**config.mk**
```make
export PLATFORM = sky130hd
export DESIGN_NAME = cdw_walker
export DESIGN_NICKNAME = d
export VERILOG_FILES = /design/src/hw/cdw_irq.v /design/src/hw/cdw_walker.v
export VERILOG_INCLUDE_DIRS = /design/src /design/src/shared
export SDC_FILE = /design/constraint.sdc
export NUM_CORES = 1
export LEC_CHECK = 0
export BUFFER_PORTS_ARGS = -buffer_cell sky130_fd_sc_hd__buf_4
export CORE_AREA = 10 10 202 204
export CTS_BUF_LIST = sky130_fd_sc_hd__clkbuf_2 sky130_fd_sc_hd__clkbuf_4 sky130_fd_sc_hd__clkbuf_8
export DETAILED_ROUTE_END_ITERATION = 16
export DIE_AREA = 0 0 212 214
export PLACE_DENSITY = 0.69
export SYNTH_ARGS = -nofsm -noshare
export SYNTH_HDL_FRONTEND = slang
export SYNTH_SLANG_ARGS = --single-unit
```
**constraint.sdc**
```tcl
create_clock -name hclk -period 10.5 [get_ports hclk]
set_input_delay 2.1 -clock hclk [delete_from_list [all_inputs] [get_ports hclk]]
set_output_delay 2.1 -clock hclk [all_outputs]
set_load 0.1 [all_outputs]
```
**src/shared/cdw_defs.vh**
```
// Purpose: constants of the chaining descriptor walker
// Assumes: 32-bit AHB-Lite register bus, 64-bit host addresses
// Notes:   register offsets compare against haddr[7:0]
`ifndef CDW_DEFS_VH
`define CDW_DEFS_VH

// register byte offsets
`define CDW_OFF_CTRL      8'h00
`define CDW_OFF_BASE_HI   8'h04
`define CDW_OFF_BASE_LO   8'h08
`define CDW_OFF_LAST      8'h0c
`define CDW_OFF_STATUS    8'h10
`define CDW_OFF_IRQ_STAT  8'h14
`define CDW_OFF_IRQ_MASK  8'h18

// control register fields
`define CDW_CTRL_WB_BIT   17
`define CDW_CTRL_IE_BIT   16
`define CDW_CNT_W         16

// status register fields
`define CDW_STAT_BUSY_BIT 16

// descriptor table layout in host memory
`define CDW_TBL_DONE_OFF  64'h0000_0000_0000_000c
`define CDW_TBL_DESC_OFF  64'h0000_0000_0000_0010
`define CDW_DESC_DWORDS   2'h3
`define CDW_LEN_W         16
`define CDW_DESC_WB_BIT   17
`define CDW_DESC_IE_BIT   16

// interrupt events
`define CDW_EV_W          2
`define CDW_EV_DESC       0
`define CDW_EV_CHAIN      1

// reset values
`define CDW_RST_WORD      32'h0000_0000
`define CDW_RST_IDX       16'h0000

`endif

```
**src/hw/cdw_irq.v**
```verilog
// Purpose: sticky event status, mask and level interrupt
// Assumes: events are one-cycle pulses on hclk
// Notes:   write one to clear; a set in the same cycle wins
`timescale 1ns/1ns
module cdw_irq #(
    parameter N = 2
) (
    input  wire         hclk,
    input  wire         hresetn,
    input  wire [N-1:0] ev_set,
    input  wire         clr_we,
    input  wire [N-1:0] clr_data,
    input  wire         mask_we,
    input  wire [N-1:0] mask_data,
    output wire [N-1:0] stat,
    output wire [N-1:0] mask,
    output wire         irq
);
    reg [N-1:0] stat_reg;
    reg [N-1:0] stat_next;
    reg [N-1:0] mask_reg;
    reg         irq_reg;

    always @* begin
        stat_next = stat_reg;
        if (clr_we) begin
            stat_next = stat_next & ~clr_data;
        end
        stat_next = stat_next | ev_set;
    end

    always @(posedge hclk or negedge hresetn) begin
        if (!hresetn) begin
            stat_reg <= {N{1'b0}};
            mask_reg <= {N{1'b0}};
            irq_reg  <= 1'b0;
        end else begin
            stat_reg <= stat_next;
            if (mask_we) begin
                mask_reg <= mask_data;
            end
            irq_reg <= |(stat_next & (mask_we ? mask_data : mask_reg));
        end
    end

    assign stat = stat_reg;
    assign mask = mask_reg;
    assign irq  = irq_reg;
endmodule // cdw_irq

```
**src/hw/cdw_walker.v**
```verilog
// Purpose: descriptor walker of an endpoint chaining DMA engine
// Assumes: one clock hclk; host memory reached by a request/ack port;
//          data mover reached by a start/done handshake
// Notes:   registers on AHB-Lite, zero wait states, always OKAY
`timescale 1ns/1ns
`include "cdw_defs.vh"
module cdw_walker (
    input  wire        hclk,
    input  wire        hresetn,
    input  wire        hsel,
    input  wire [31:0] haddr,
    input  wire [1:0]  htrans,
    input  wire        hwrite,
    input  wire [2:0]  hsize,
    input  wire [31:0] hwdata,
    input  wire        hready,
    output wire        hreadyout,
    output wire        hresp,
    output wire [31:0] hrdata,
    output wire        mem_req,
    output wire        mem_we,
    output wire [63:0] mem_addr,
    output wire [31:0] mem_wdata,
    input  wire        mem_ack,
    input  wire [31:0] mem_rdata,
    output wire        xfer_start,
    output wire [15:0] xfer_len,
    output wire [31:0] xfer_ep_addr,
    output wire [63:0] xfer_rc_addr,
    input  wire        xfer_done,
    output wire        msi_req,
    input  wire        msi_ack,
    output wire        irq
);
    localparam [2:0] S_IDLE  = 3'd0;
    localparam [2:0] S_FETCH = 3'd1;
    localparam [2:0] S_XFER  = 3'd2;
    localparam [2:0] S_WAIT  = 3'd3;
    localparam [2:0] S_WB    = 3'd4;
    localparam [2:0] S_MSI   = 3'd5;
    localparam [2:0] S_NEXT  = 3'd6;

    // descriptor address within the table
    function [63:0] desc_addr;
        input [63:0] base;
        input [15:0] k;
        input [1:0]  dw;
        begin
            desc_addr = base + `CDW_TBL_DESC_OFF
                      + {44'h0, k, 4'h0} + {60'h0, dw, 2'b00};
        end
    endfunction

    ////////////////////////////////////////////////////////////////////
    // register bus
    reg         wr_pend_reg;
    reg  [7:0]  wr_addr_reg;
    reg  [31:0] hrdata_reg;
    reg         wb_en_reg;
    reg         ie_reg;
    reg  [15:0] desc_cnt_reg;
    reg  [31:0] base_hi_reg;
    reg  [31:0] base_lo_reg;
    reg  [15:0] last_valid_reg;
    reg  [15:0] last_done_index_reg;
    reg  [31:0] rd_val;
    wire        addr_phase;
    wire        wr_last;
    wire        wr_irq_stat;
    wire        wr_irq_mask;
    wire [`CDW_EV_W-1:0] irq_stat;
    wire [`CDW_EV_W-1:0] irq_mask;
    wire        busy;
    wire        start;

    assign addr_phase = hsel & hready & htrans[1];
    assign hreadyout  = 1'b1;
    assign hresp      = 1'b0;
    assign hrdata     = hrdata_reg;

    assign wr_last     = wr_pend_reg & (wr_addr_reg == `CDW_OFF_LAST);
    assign wr_irq_stat = wr_pend_reg & (wr_addr_reg == `CDW_OFF_IRQ_STAT);
    assign wr_irq_mask = wr_pend_reg & (wr_addr_reg == `CDW_OFF_IRQ_MASK);
    assign start = wr_last & ~busy;

    always @* begin
        rd_val = `CDW_RST_WORD;
        if (haddr[7:0] == `CDW_OFF_CTRL) begin
            rd_val[`CDW_CTRL_WB_BIT] = wb_en_reg;
            rd_val[`CDW_CTRL_IE_BIT] = ie_reg;
            rd_val[`CDW_CNT_W-1:0]   = desc_cnt_reg;
        end else if (haddr[7:0] == `CDW_OFF_BASE_HI) begin
            rd_val = base_hi_reg;
        end else if (haddr[7:0] == `CDW_OFF_BASE_LO) begin
            rd_val = base_lo_reg;
        end else if (haddr[7:0] == `CDW_OFF_LAST) begin
            rd_val[`CDW_CNT_W-1:0] = last_valid_reg;
        end else if (haddr[7:0] == `CDW_OFF_STATUS) begin
            rd_val[`CDW_STAT_BUSY_BIT] = busy;
            rd_val[`CDW_CNT_W-1:0]     = last_done_index_reg;
        end else if (haddr[7:0] == `CDW_OFF_IRQ_STAT) begin
            rd_val[`CDW_EV_W-1:0] = irq_stat;
        end else if (haddr[7:0] == `CDW_OFF_IRQ_MASK) begin
            rd_val[`CDW_EV_W-1:0] = irq_mask;
        end
    end

    always @(posedge hclk or negedge hresetn) begin
        if (!hresetn) begin
            wr_pend_reg    <= 1'b0;
            wr_addr_reg    <= 8'h00;
            hrdata_reg     <= `CDW_RST_WORD;
            wb_en_reg      <= 1'b0;
            ie_reg         <= 1'b0;
            desc_cnt_reg   <= `CDW_RST_IDX;
            base_hi_reg    <= `CDW_RST_WORD;
            base_lo_reg    <= `CDW_RST_WORD;
            last_valid_reg <= `CDW_RST_IDX;
        end else begin
            wr_pend_reg <= addr_phase & hwrite;
            if (addr_phase) begin
                wr_addr_reg <= haddr[7:0];
            end
            // read data sampled in the address phase
            if (addr_phase & ~hwrite) begin
                hrdata_reg <= rd_val;
            end
            // set-up is frozen while a chain runs
            if (wr_pend_reg & ~busy) begin
                if (wr_addr_reg == `CDW_OFF_CTRL) begin
                    wb_en_reg    <= hwdata[`CDW_CTRL_WB_BIT];
                    ie_reg       <= hwdata[`CDW_CTRL_IE_BIT];
                    desc_cnt_reg <= hwdata[`CDW_CNT_W-1:0];
                end else if (wr_addr_reg == `CDW_OFF_BASE_HI) begin
                    base_hi_reg <= hwdata;
                end else if (wr_addr_reg == `CDW_OFF_BASE_LO) begin
                    base_lo_reg <= hwdata;
                end else if (wr_addr_reg == `CDW_OFF_LAST) begin
                    last_valid_reg <= hwdata[`CDW_CNT_W-1:0];
                end
            end
        end
    end

    ////////////////////////////////////////////////////////////////////
    // descriptor walk
    reg  [2:0]  state_reg;
    reg  [2:0]  state_next;
    reg  [15:0] k_reg;
    reg  [15:0] k_next;
    reg  [1:0]  dw_reg;
    reg  [1:0]  dw_next;
    reg  [31:0] d0_reg;
    reg  [31:0] d1_reg;
    reg  [31:0] d2_reg;
    reg  [31:0] d3_reg;
    reg  [63:0] mem_addr_reg;
    reg  [31:0] mem_wdata_reg;
    reg  [15:0] last_done_next;
    reg  [`CDW_EV_W-1:0] ev_next;
    reg  [`CDW_EV_W-1:0] ev_reg;
    wire [63:0] base;
    wire        wb_on;
    wire        ie_on;

    assign base = {base_hi_reg, base_lo_reg};
    assign wb_on = d0_reg[`CDW_DESC_WB_BIT] | wb_en_reg;
    assign ie_on = d0_reg[`CDW_DESC_IE_BIT] | ie_reg;
    assign busy  = (state_reg != S_IDLE);

    always @* begin
        state_next     = state_reg;
        k_next         = k_reg;
        dw_next        = dw_reg;
        last_done_next = last_done_index_reg;
        ev_next        = {`CDW_EV_W{1'b0}};
        case (state_reg)
            S_IDLE: begin
                if (start) begin
                    k_next     = `CDW_RST_IDX;
                    dw_next    = 2'h0;
                    state_next = S_FETCH;
                end
            end
            S_FETCH: begin
                if (mem_ack) begin
                    if (dw_reg == `CDW_DESC_DWORDS) begin
                        state_next = S_XFER;
                    end else begin
                        dw_next = dw_reg + 2'h1;
                    end
                end
            end
            S_XFER: begin
                state_next = S_WAIT;
            end
            S_WAIT: begin
                if (xfer_done) begin
                    last_done_next = k_reg;
                    ev_next[`CDW_EV_DESC] = 1'b1;
                    if (wb_on) begin
                        state_next = S_WB;
                    end else if (ie_on) begin
                        state_next = S_MSI;
                    end else begin
                        state_next = S_NEXT;
                    end
                end
            end
            S_WB: begin
                if (mem_ack) begin
                    state_next = ie_on ? S_MSI : S_NEXT;
                end
            end
            S_MSI: begin
                if (msi_ack) begin
                    state_next = S_NEXT;
                end
            end
            S_NEXT: begin
                if (k_reg == last_valid_reg) begin
                    ev_next[`CDW_EV_CHAIN] = 1'b1;
                    state_next = S_IDLE;
                end else begin
                    k_next     = k_reg + 16'h0001;
                    dw_next    = 2'h0;
                    state_next = S_FETCH;
                end
            end
            default: begin
                state_next = S_IDLE;
            end
        endcase
    end

    always @(posedge hclk or negedge hresetn) begin
        if (!hresetn) begin
            state_reg           <= S_IDLE;
            k_reg               <= `CDW_RST_IDX;
            dw_reg              <= 2'h0;
            d0_reg              <= `CDW_RST_WORD;
            d1_reg              <= `CDW_RST_WORD;
            d2_reg              <= `CDW_RST_WORD;
            d3_reg              <= `CDW_RST_WORD;
            mem_addr_reg        <= 64'h0;
            mem_wdata_reg       <= `CDW_RST_WORD;
            last_done_index_reg <= `CDW_RST_IDX;
            ev_reg              <= {`CDW_EV_W{1'b0}};
        end else begin
            state_reg           <= state_next;
            k_reg               <= k_next;
            dw_reg              <= dw_next;
            last_done_index_reg <= last_done_next;
            ev_reg              <= ev_next;
            if ((state_reg == S_FETCH) && mem_ack) begin
                case (dw_reg)
                    2'h0: d0_reg <= mem_rdata;
                    2'h1: d1_reg <= mem_rdata;
                    2'h2: d2_reg <= mem_rdata;
                    default: d3_reg <= mem_rdata;
                endcase
            end
            if (state_next == S_WB) begin
                mem_addr_reg <= base + `CDW_TBL_DONE_OFF;
            end else begin
                mem_addr_reg <= desc_addr(base, k_next, dw_next);
            end
            mem_wdata_reg <= {16'h0000, last_done_next};
        end
    end

    // only the done slot is ever written
    assign mem_req   = (state_reg == S_FETCH) | (state_reg == S_WB);
    assign mem_we    = (state_reg == S_WB);
    assign mem_addr  = mem_addr_reg;
    assign mem_wdata = mem_wdata_reg;

    assign xfer_start = (state_reg == S_XFER);
    assign xfer_len = d0_reg[`CDW_LEN_W-1:0];
    assign xfer_ep_addr = d1_reg;
    assign xfer_rc_addr = {d2_reg, d3_reg};
    assign msi_req = (state_reg == S_MSI);

    ////////////////////////////////////////////////////////////////////
    // interrupt status
    cdw_irq #(
        .N (`CDW_EV_W)
    ) u_irq (
        .hclk      (hclk),
        .hresetn   (hresetn),
        .ev_set    (ev_reg),
        .clr_we    (wr_irq_stat),
        .clr_data  (hwdata[`CDW_EV_W-1:0]),
        .mask_we   (wr_irq_mask),
        .mask_data (hwdata[`CDW_EV_W-1:0]),
        .stat      (irq_stat),
        .mask      (irq_mask),
        .irq       (irq)
    );
endmodule // cdw_walker

```
# Yosys cells after proc, flatten, opt, wreduce, memory -nomap -nowiden
# Cells that the tools add are included.
[classes]
eq_ne = 22
n_addsub = 6
muxes = 38
reduce_logical = 17
bitwise = 22
[ops]
columns = ["cell", "n"]
rows = [
  ["2-to-1 mux 16 bit", 5],
  ["adder 64 x 20 -> 64 bit", 1],
  ["adder 64 x 4 -> 64 bit", 1],
  ["adder 64 x 4 -> 64 bit (second input constant)", 1],
  ["adder 64 x 5 -> 64 bit (second input constant)", 1],
  ["2-to-1 mux 64 bit", 1],
  ["== test 8 x 5 -> 1 bit (second input constant)", 5],
  ["== test 8 x 4 -> 1 bit (second input constant)", 4],
  ["2-to-1 mux 32 bit", 1],
  ["one-hot mux 16 bit (2 select lines)", 1],
  ["2-to-1 mux 15 bit", 2],
  ["2-to-1 mux 3 bit", 7],
  ["one-hot mux 3 bit (7 select lines)", 1],
  ["2-to-1 mux 2 bit", 10],
  ["2-to-1 mux 18 bit", 1],
  ["2-to-1 mux 17 bit", 1],
  ["adder 16 x 1 -> 16 bit (second input constant)", 1],
  ["== test 16 bit", 1],
  ["== test 8 x 3 -> 1 bit (second input constant)", 2],
  ["zero test 8 bit", 2],
  ["2-to-1 mux 14 bit", 1],
  ["== test 3 bit (second input constant)", 4],
  ["AND reduction 2 bit", 6],
  ["AND 1 bit", 9],
  ["other kinds (21)", 36],
]
[totals]
input_bits = 109
register_bits = 361
word_cells = 127

# Depth between registers and ports, before layout
[depth]
word_depth = 8
depth_mapped = 20
ltp_nobuf = 16

# Modules after synthesis
# A second synthesis with hierarchy kept.
[unflattened]
hier_cells = 1424
hier_area_um2 = 16961.3
[by_module_without_submodules]
columns = ["mod", "area_per_inst_um2", "cells_each", "instances"]
rows = [
  ["cdw_walker", 16774.8, 1412, 1],
  ["cdw_irq", 186.4, 12, 1],
]

# Least setup slack after synthesis
# OpenSTA, ideal clock, no wires.
[synth_timing]
kind = "in2reg"
from = "input port mem_ack"
to = "register mem_addr_reg[31], in the netlist mem_addr[31]"
path_buffers = 3
arrival_time_ps = 5393
required_time_ps = 10368
cell_stages = 17
path_slack_ps = 4975
path_cell_list = "and4bb_1 > buf_6 > nand3b_1 > clkbuf_1 > o21ai_0 > nor2_1 > ha_1 > ha_1 > fa_1 > a21o_1 > a221oi_1 > o211ai_1 > a31oi_1 > mux2_2 > buf_2 > nor3_1 > xor2_1"
[synth_between]
elab_chain_len = 4
elab_cells_between_ends = 8
cone_classes = "add/sub (1); eq/ne (1); mux (6)"
[synth_lines]
columns = ["element", "line", "source"]
rows = [
  ["start, declared", "cdw_walker.v:24", "input wire mem_ack,"],
  ["2-to-1 mux 2 bit", "cdw_walker.v:186", "if (mem_ack) begin"],
  ["one-hot mux 2 bit (3 select lines)", "cdw_walker.v:177", "case (state_reg)"],
  ["named net dw_next[0]", "cdw_walker.v:152", "reg [1:0] dw_next;"],
  ["adder 64 x 4 -> 64 bit", "cdw_walker.v:49", "desc_addr = base + `CDW_TBL_DESC_OFF"],
  ["2-to-1 mux 64 bit", "cdw_walker.v:263", "if (state_next == S_WB) begin"],
  ["end signal, assigned", "cdw_walker.v:264", "mem_addr_reg <= base + `CDW_TBL_DONE_OFF;"],
  ["end signal, assigned", "cdw_walker.v:266", "mem_addr_reg <= desc_addr(base, k_next, dw_next);"],
  ["end, declared", "cdw_walker.v:157", "reg [63:0] mem_addr_reg;"],
]
# The timed path passes the listed nets, and every way through them passes these cells.
# A chain may end at the register's enable or synchronous reset.

# Worst setup path after layout
[layout_timing]
from = "register state_reg[2]"
to = "register mem_addr_reg[63], in the netlist mem_addr[63]"
[layout_between]
elab_cells_between_ends = 25
cone_classes = "add/sub (2); eq/ne (7); mux (12); bitwise (2); reduce/logical (2)"
[layout_lines]
columns = ["element", "line", "source"]
rows = [
  ["start, declared", "cdw_walker.v:147", "reg [2:0] state_reg;"],
  ["start signal, assigned", "cdw_walker.v:250", "state_reg <= state_next;"],
  ["nonzero test 3 bit", "cdw_walker.v:169", "assign busy = (state_reg != S_IDLE);"],
  ["NOT 1 bit", "cdw_walker.v:84", "assign start = wr_last & ~busy;"],
  ["AND 1 bit", "cdw_walker.v:84", ""],
  ["2-to-1 mux 2 bit", "cdw_walker.v:179", "if (start) begin"],
  ["one-hot mux 2 bit (3 select lines) (*)", "cdw_walker.v:177", ""],
  ["named net dw_next[1]", "cdw_walker.v:152", ""],
  ["adder 64 x 4 -> 64 bit (*)", "cdw_walker.v:49", ""],
  ["2-to-1 mux 64 bit (*)", "cdw_walker.v:263", ""],
]
# Mark *: on every way through the listed nets, which the timed path passes. The rest lies on a longest branch.

==> impl_metrics.tcl <==
set metrics [dict create \
    outcome "completed" \
    largest_reg_flops 64 \
    dr.pass1.iters 5 \
    area_growth_pct 23.04 \
    setup_viol 0 \
    floorplan.initialDensity_pct 45.90 \
    finalNetCount 1860 \
    r2r-start "state_reg[2]$_DFF_PN0_" \
    final_cells 2238 \
    cts-root-buf "clkbuf_8" \
    rows 71 \
    grt_max_degree 181 \
    synth-seq-area-share_pct 53.13 \
    grt_use_total_pct 21.32 \
    cts_tree "done" \
    cap_viol_max_count 0 \
    critPathMaxFanout 19 \
    fp.dieH_um 214 \
    clk_path_buf_depth 3 \
    p_int_mw 3.108 \
    place_hpwl_um 35400 \
    routabilityCongestion 0.8983 \
    fin_crit_sh_pct 56.84 \
    cts_setup_buffers 0 \
    clock_skew_ns 0.03717 \
    synthFlopType "dfrtp_1" \
    ant_nets 0 \
    drive_above_1_share_pct 39.84 \
    ff2ff_setup_slack_ns 4.53 \
    wl_met3_um 4887 \
    avgSynthCellArea_sq_um 12.00 \
    syn_inst 1417 \
    hold_path_class "reg2reg" \
    die_w_um 212 \
    worstPathArrival_ns 6.50 \
    viasPerCell 5.546 \
    p_sw_share_pct 50.02 \
    design.core.area_sq_mm 0.03704 \
    vias 12410 \
    hold_depth 0 \
    final_core_util_pct 56.48 \
    worstReg2RegEnd "mem_addr[63]$_DFF_PN0_" \
    synth_warnings 0 \
    grt_pass1_wl_um 76040 \
    cts.sinks 361 \
    combPwrFrac_pct 47.5 \
    slew_violations 0 \
    relSlewSlack_pct 25.12 \
    wl_per_cell_um 22.03 \
    ir_drop_v 0.0003707 \
    synth-edff-count 0 \
    insertion_delay_ns 0.68 \
    io-pin-count 356 \
    min-delay-start "base_lo_reg[0]$_DFFE_PN0P_" \
    power_switching_mw 3.111 \
    numCtsBuffers 61 \
    highest_layer "met5" \
    grt_overflow_total 0 \
    ctsResizeCount 0 \
    placed_area_sq_mm 0.01955 \
    drc 0 \
    tightest_slew_ns 1.123 \
    postCtsHoldBufs 0 \
    drtIter0Drc 732 \
    clock_power_share_pct 22.3 \
    worst-r2r-cell-count 15 \
    required_ns 11.03 \
    leakage_nw 10.03 \
    clk_pin_slew_ns 0.06 \
    worstSetupPathType "reg2reg" \
    fin_crit_ns 5.968 \
    grt_antenna_before_repair 5 \
    wl_met1_um 20220 \
    syn_area_sq_mm 0.01700 \
    synth_seq_cells 361 \
    htree_levels 2 \
    p_per_area_mw_per_mm2 297.3 \
    hold-path-endpoint "mem_addr[0]$_DFF_PN0_" \
    die_area_sq_mm 0.04537 \
    grt_pass1_vias 12950 \
    drt_wl_total_um 49300 \
    dp.cells 2123 \
    max_freq_ghz 0.1676 \
    pwr-share-seq_pct 30.2 \
    setup_tns_ns 0 \
    hold_viol 0 \
    worst_setup_path_start_kind "flip-flop" \
    rsz0062_at_grt "false" \
    yosysUniqueCellTypes 70 \
    route.met2.wl_um 23140 \
    final_cell_area_sq_mm 0.02092 \
    synthArstFlopShare_pct 100.0 \
    port_buffers 309 \
    cp-end-kind "flip-flop" \
]
==> cell usage after synthesis (all sizes together), types with 2 or more instances <==
master   instances  share of area [%]
a221oi           2               0.10
nor3b            3               0.13
a31o             4               0.21
nor3            16               0.53
clkbuf          47                1.0
a211oi           9               0.47
a21oi           49                1.4
nand4           25               0.96
nor4            13               0.59
o31ai            4               0.18
dfrtp          361                 53
mux2i            4               0.24
inv             22               0.49
and3b            4               0.21
xor2            56                2.9
o2111ai          2               0.10
mux4            16                2.1
nand2b           3               0.11
ha              38                2.8
nor2            32               0.71
nor2b            7               0.30
mux2           220                 15
a31oi            7               0.26
conb             2              0.044
and2             8               0.29
or2              3               0.11
nand3           38                1.2
a22oi           28                1.2
and3            24               0.88
or3              4               0.15
o211ai           3               0.13
o21ai           88                2.6
a21o            13               0.57
nand3b           2              0.088
and4             7               0.36
nand2          139                3.1
buf             59                2.3
a22o             3               0.15
a2111oi          8               0.79
xnor2           30                1.5
==> layout by cell type (no fill, tap or decap), drive strengths merged, types with 9 or more instances in the layout <==
cell type,count
inv,22
nand2,139
mux4,16
buf,322
ha,38
and3,24
dfrtp,361
xor2,56
o21ai,88
nor4,13
a21o,13
clkinv,12
a211oi,9
nand3,38
nand4,25
clkbuf,96
xnor2,30
conb,18
a22oi,28
nor3,16
a21oi,49
nor2,32
mux2,220
==> per-layer routing <==
layer	vias up	GRT usage, %
met5	-	0
met4	6	5.586
met3	78	8.346
met2	468	34.16
met1	6221	26.25
li1	5640	-
==> critical path: stages (launching register included) <==
cell	delay, ns
dfrtp_1	0.51
nor4_1	0.68
nand3_2	0.63
nand2_1	0.37
o21ai_0	0.18
a22o_1	0.31
ha_1	0.28
ha_1	0.23
fa_1	0.42
a21o_1	0.22
a221oi_1	0.58
o211ai_1	0.27
a31oi_1	0.36
mux2_2	0.49
nor4_1	0.13
xor2_1	0.17
==> power by group through the flow <==
stage               sequential (mW)  clock (mW)  combinational [mW]
finish                         1.88        1.38                2.96
global route                   1.92        1.49                3.06
CTS                            1.88        1.42                2.98
detailed placement             1.90           0                2.98
global placement               1.88           0                2.96
floorplan                      3.40           0               0.831
==> cell type report <==
cell class              instances  area [sq um]
diodes                          2         5.005
clock buffers                  96          1177
clock inverters                17         193.9
fillers                      3074         16120
inverters                      23         86.33
multi-input cells             943          7395
flip-flops and latches        361          9034
well taps                     474         593.1
repair buffers                322          2437
==> stage by stage <==
| step | hold slack (ns) | total power, mW | setup slack, ns |
|---|---|---|---|
| final | 0.4058 | 6.220 | 4.532 |
| after global routing | 0.4303 | 6.464 | 4.148 |
| after CTS | 0.4067 | 6.282 | 4.502 |
| after detailed placement | 0.3975 | 4.873 | 4.503 |
| after global placement | 0.3940 | 4.842 | 4.572 |
| after floorplan | 0.3659 | 4.233 | 4.975 |
==> worst max-delay path by stage <==
stage	cells after the start	slack, ns	start	to
2_1_floorplan	17	4.98	mem_ack	mem_addr[31]$_DFF_PN0_
5_1_grt	15	4.15	state_reg[2]$_DFF_PN0_	mem_addr[33]$_DFF_PN0_
3_3_place_gp	13	4.57	mem_ack	mem_addr[63]$_DFF_PN0_
6_report	15	4.53	state_reg[2]$_DFF_PN0_	mem_addr[63]$_DFF_PN0_
3_5_place_dp	13	4.50	mem_ack	mem_addr[63]$_DFF_PN0_
4_1_cts	15	4.50	state_reg[2]$_DFF_PN0_	mem_addr[63]$_DFF_PN0_
==> cells by family after synthesis <==
| group | after synthesis | synth area share (%) |
|---|---|---|
| DFF | 361 | 53.13 |
| and+or+nand+nor | 333 | 10.08 |
| muxes | 240 | 16.92 |
| AOI/OAI and AO/OA | 227 | 8.617 |
| buffers and inverters | 129 | 3.863 |
| xor gates and xnor gates | 86 | 4.430 |
| adders and majority gates | 39 | 2.914 |
| other | 2 | 0.04417 |
No activity file was read; power rests on OpenSTA's default activity.
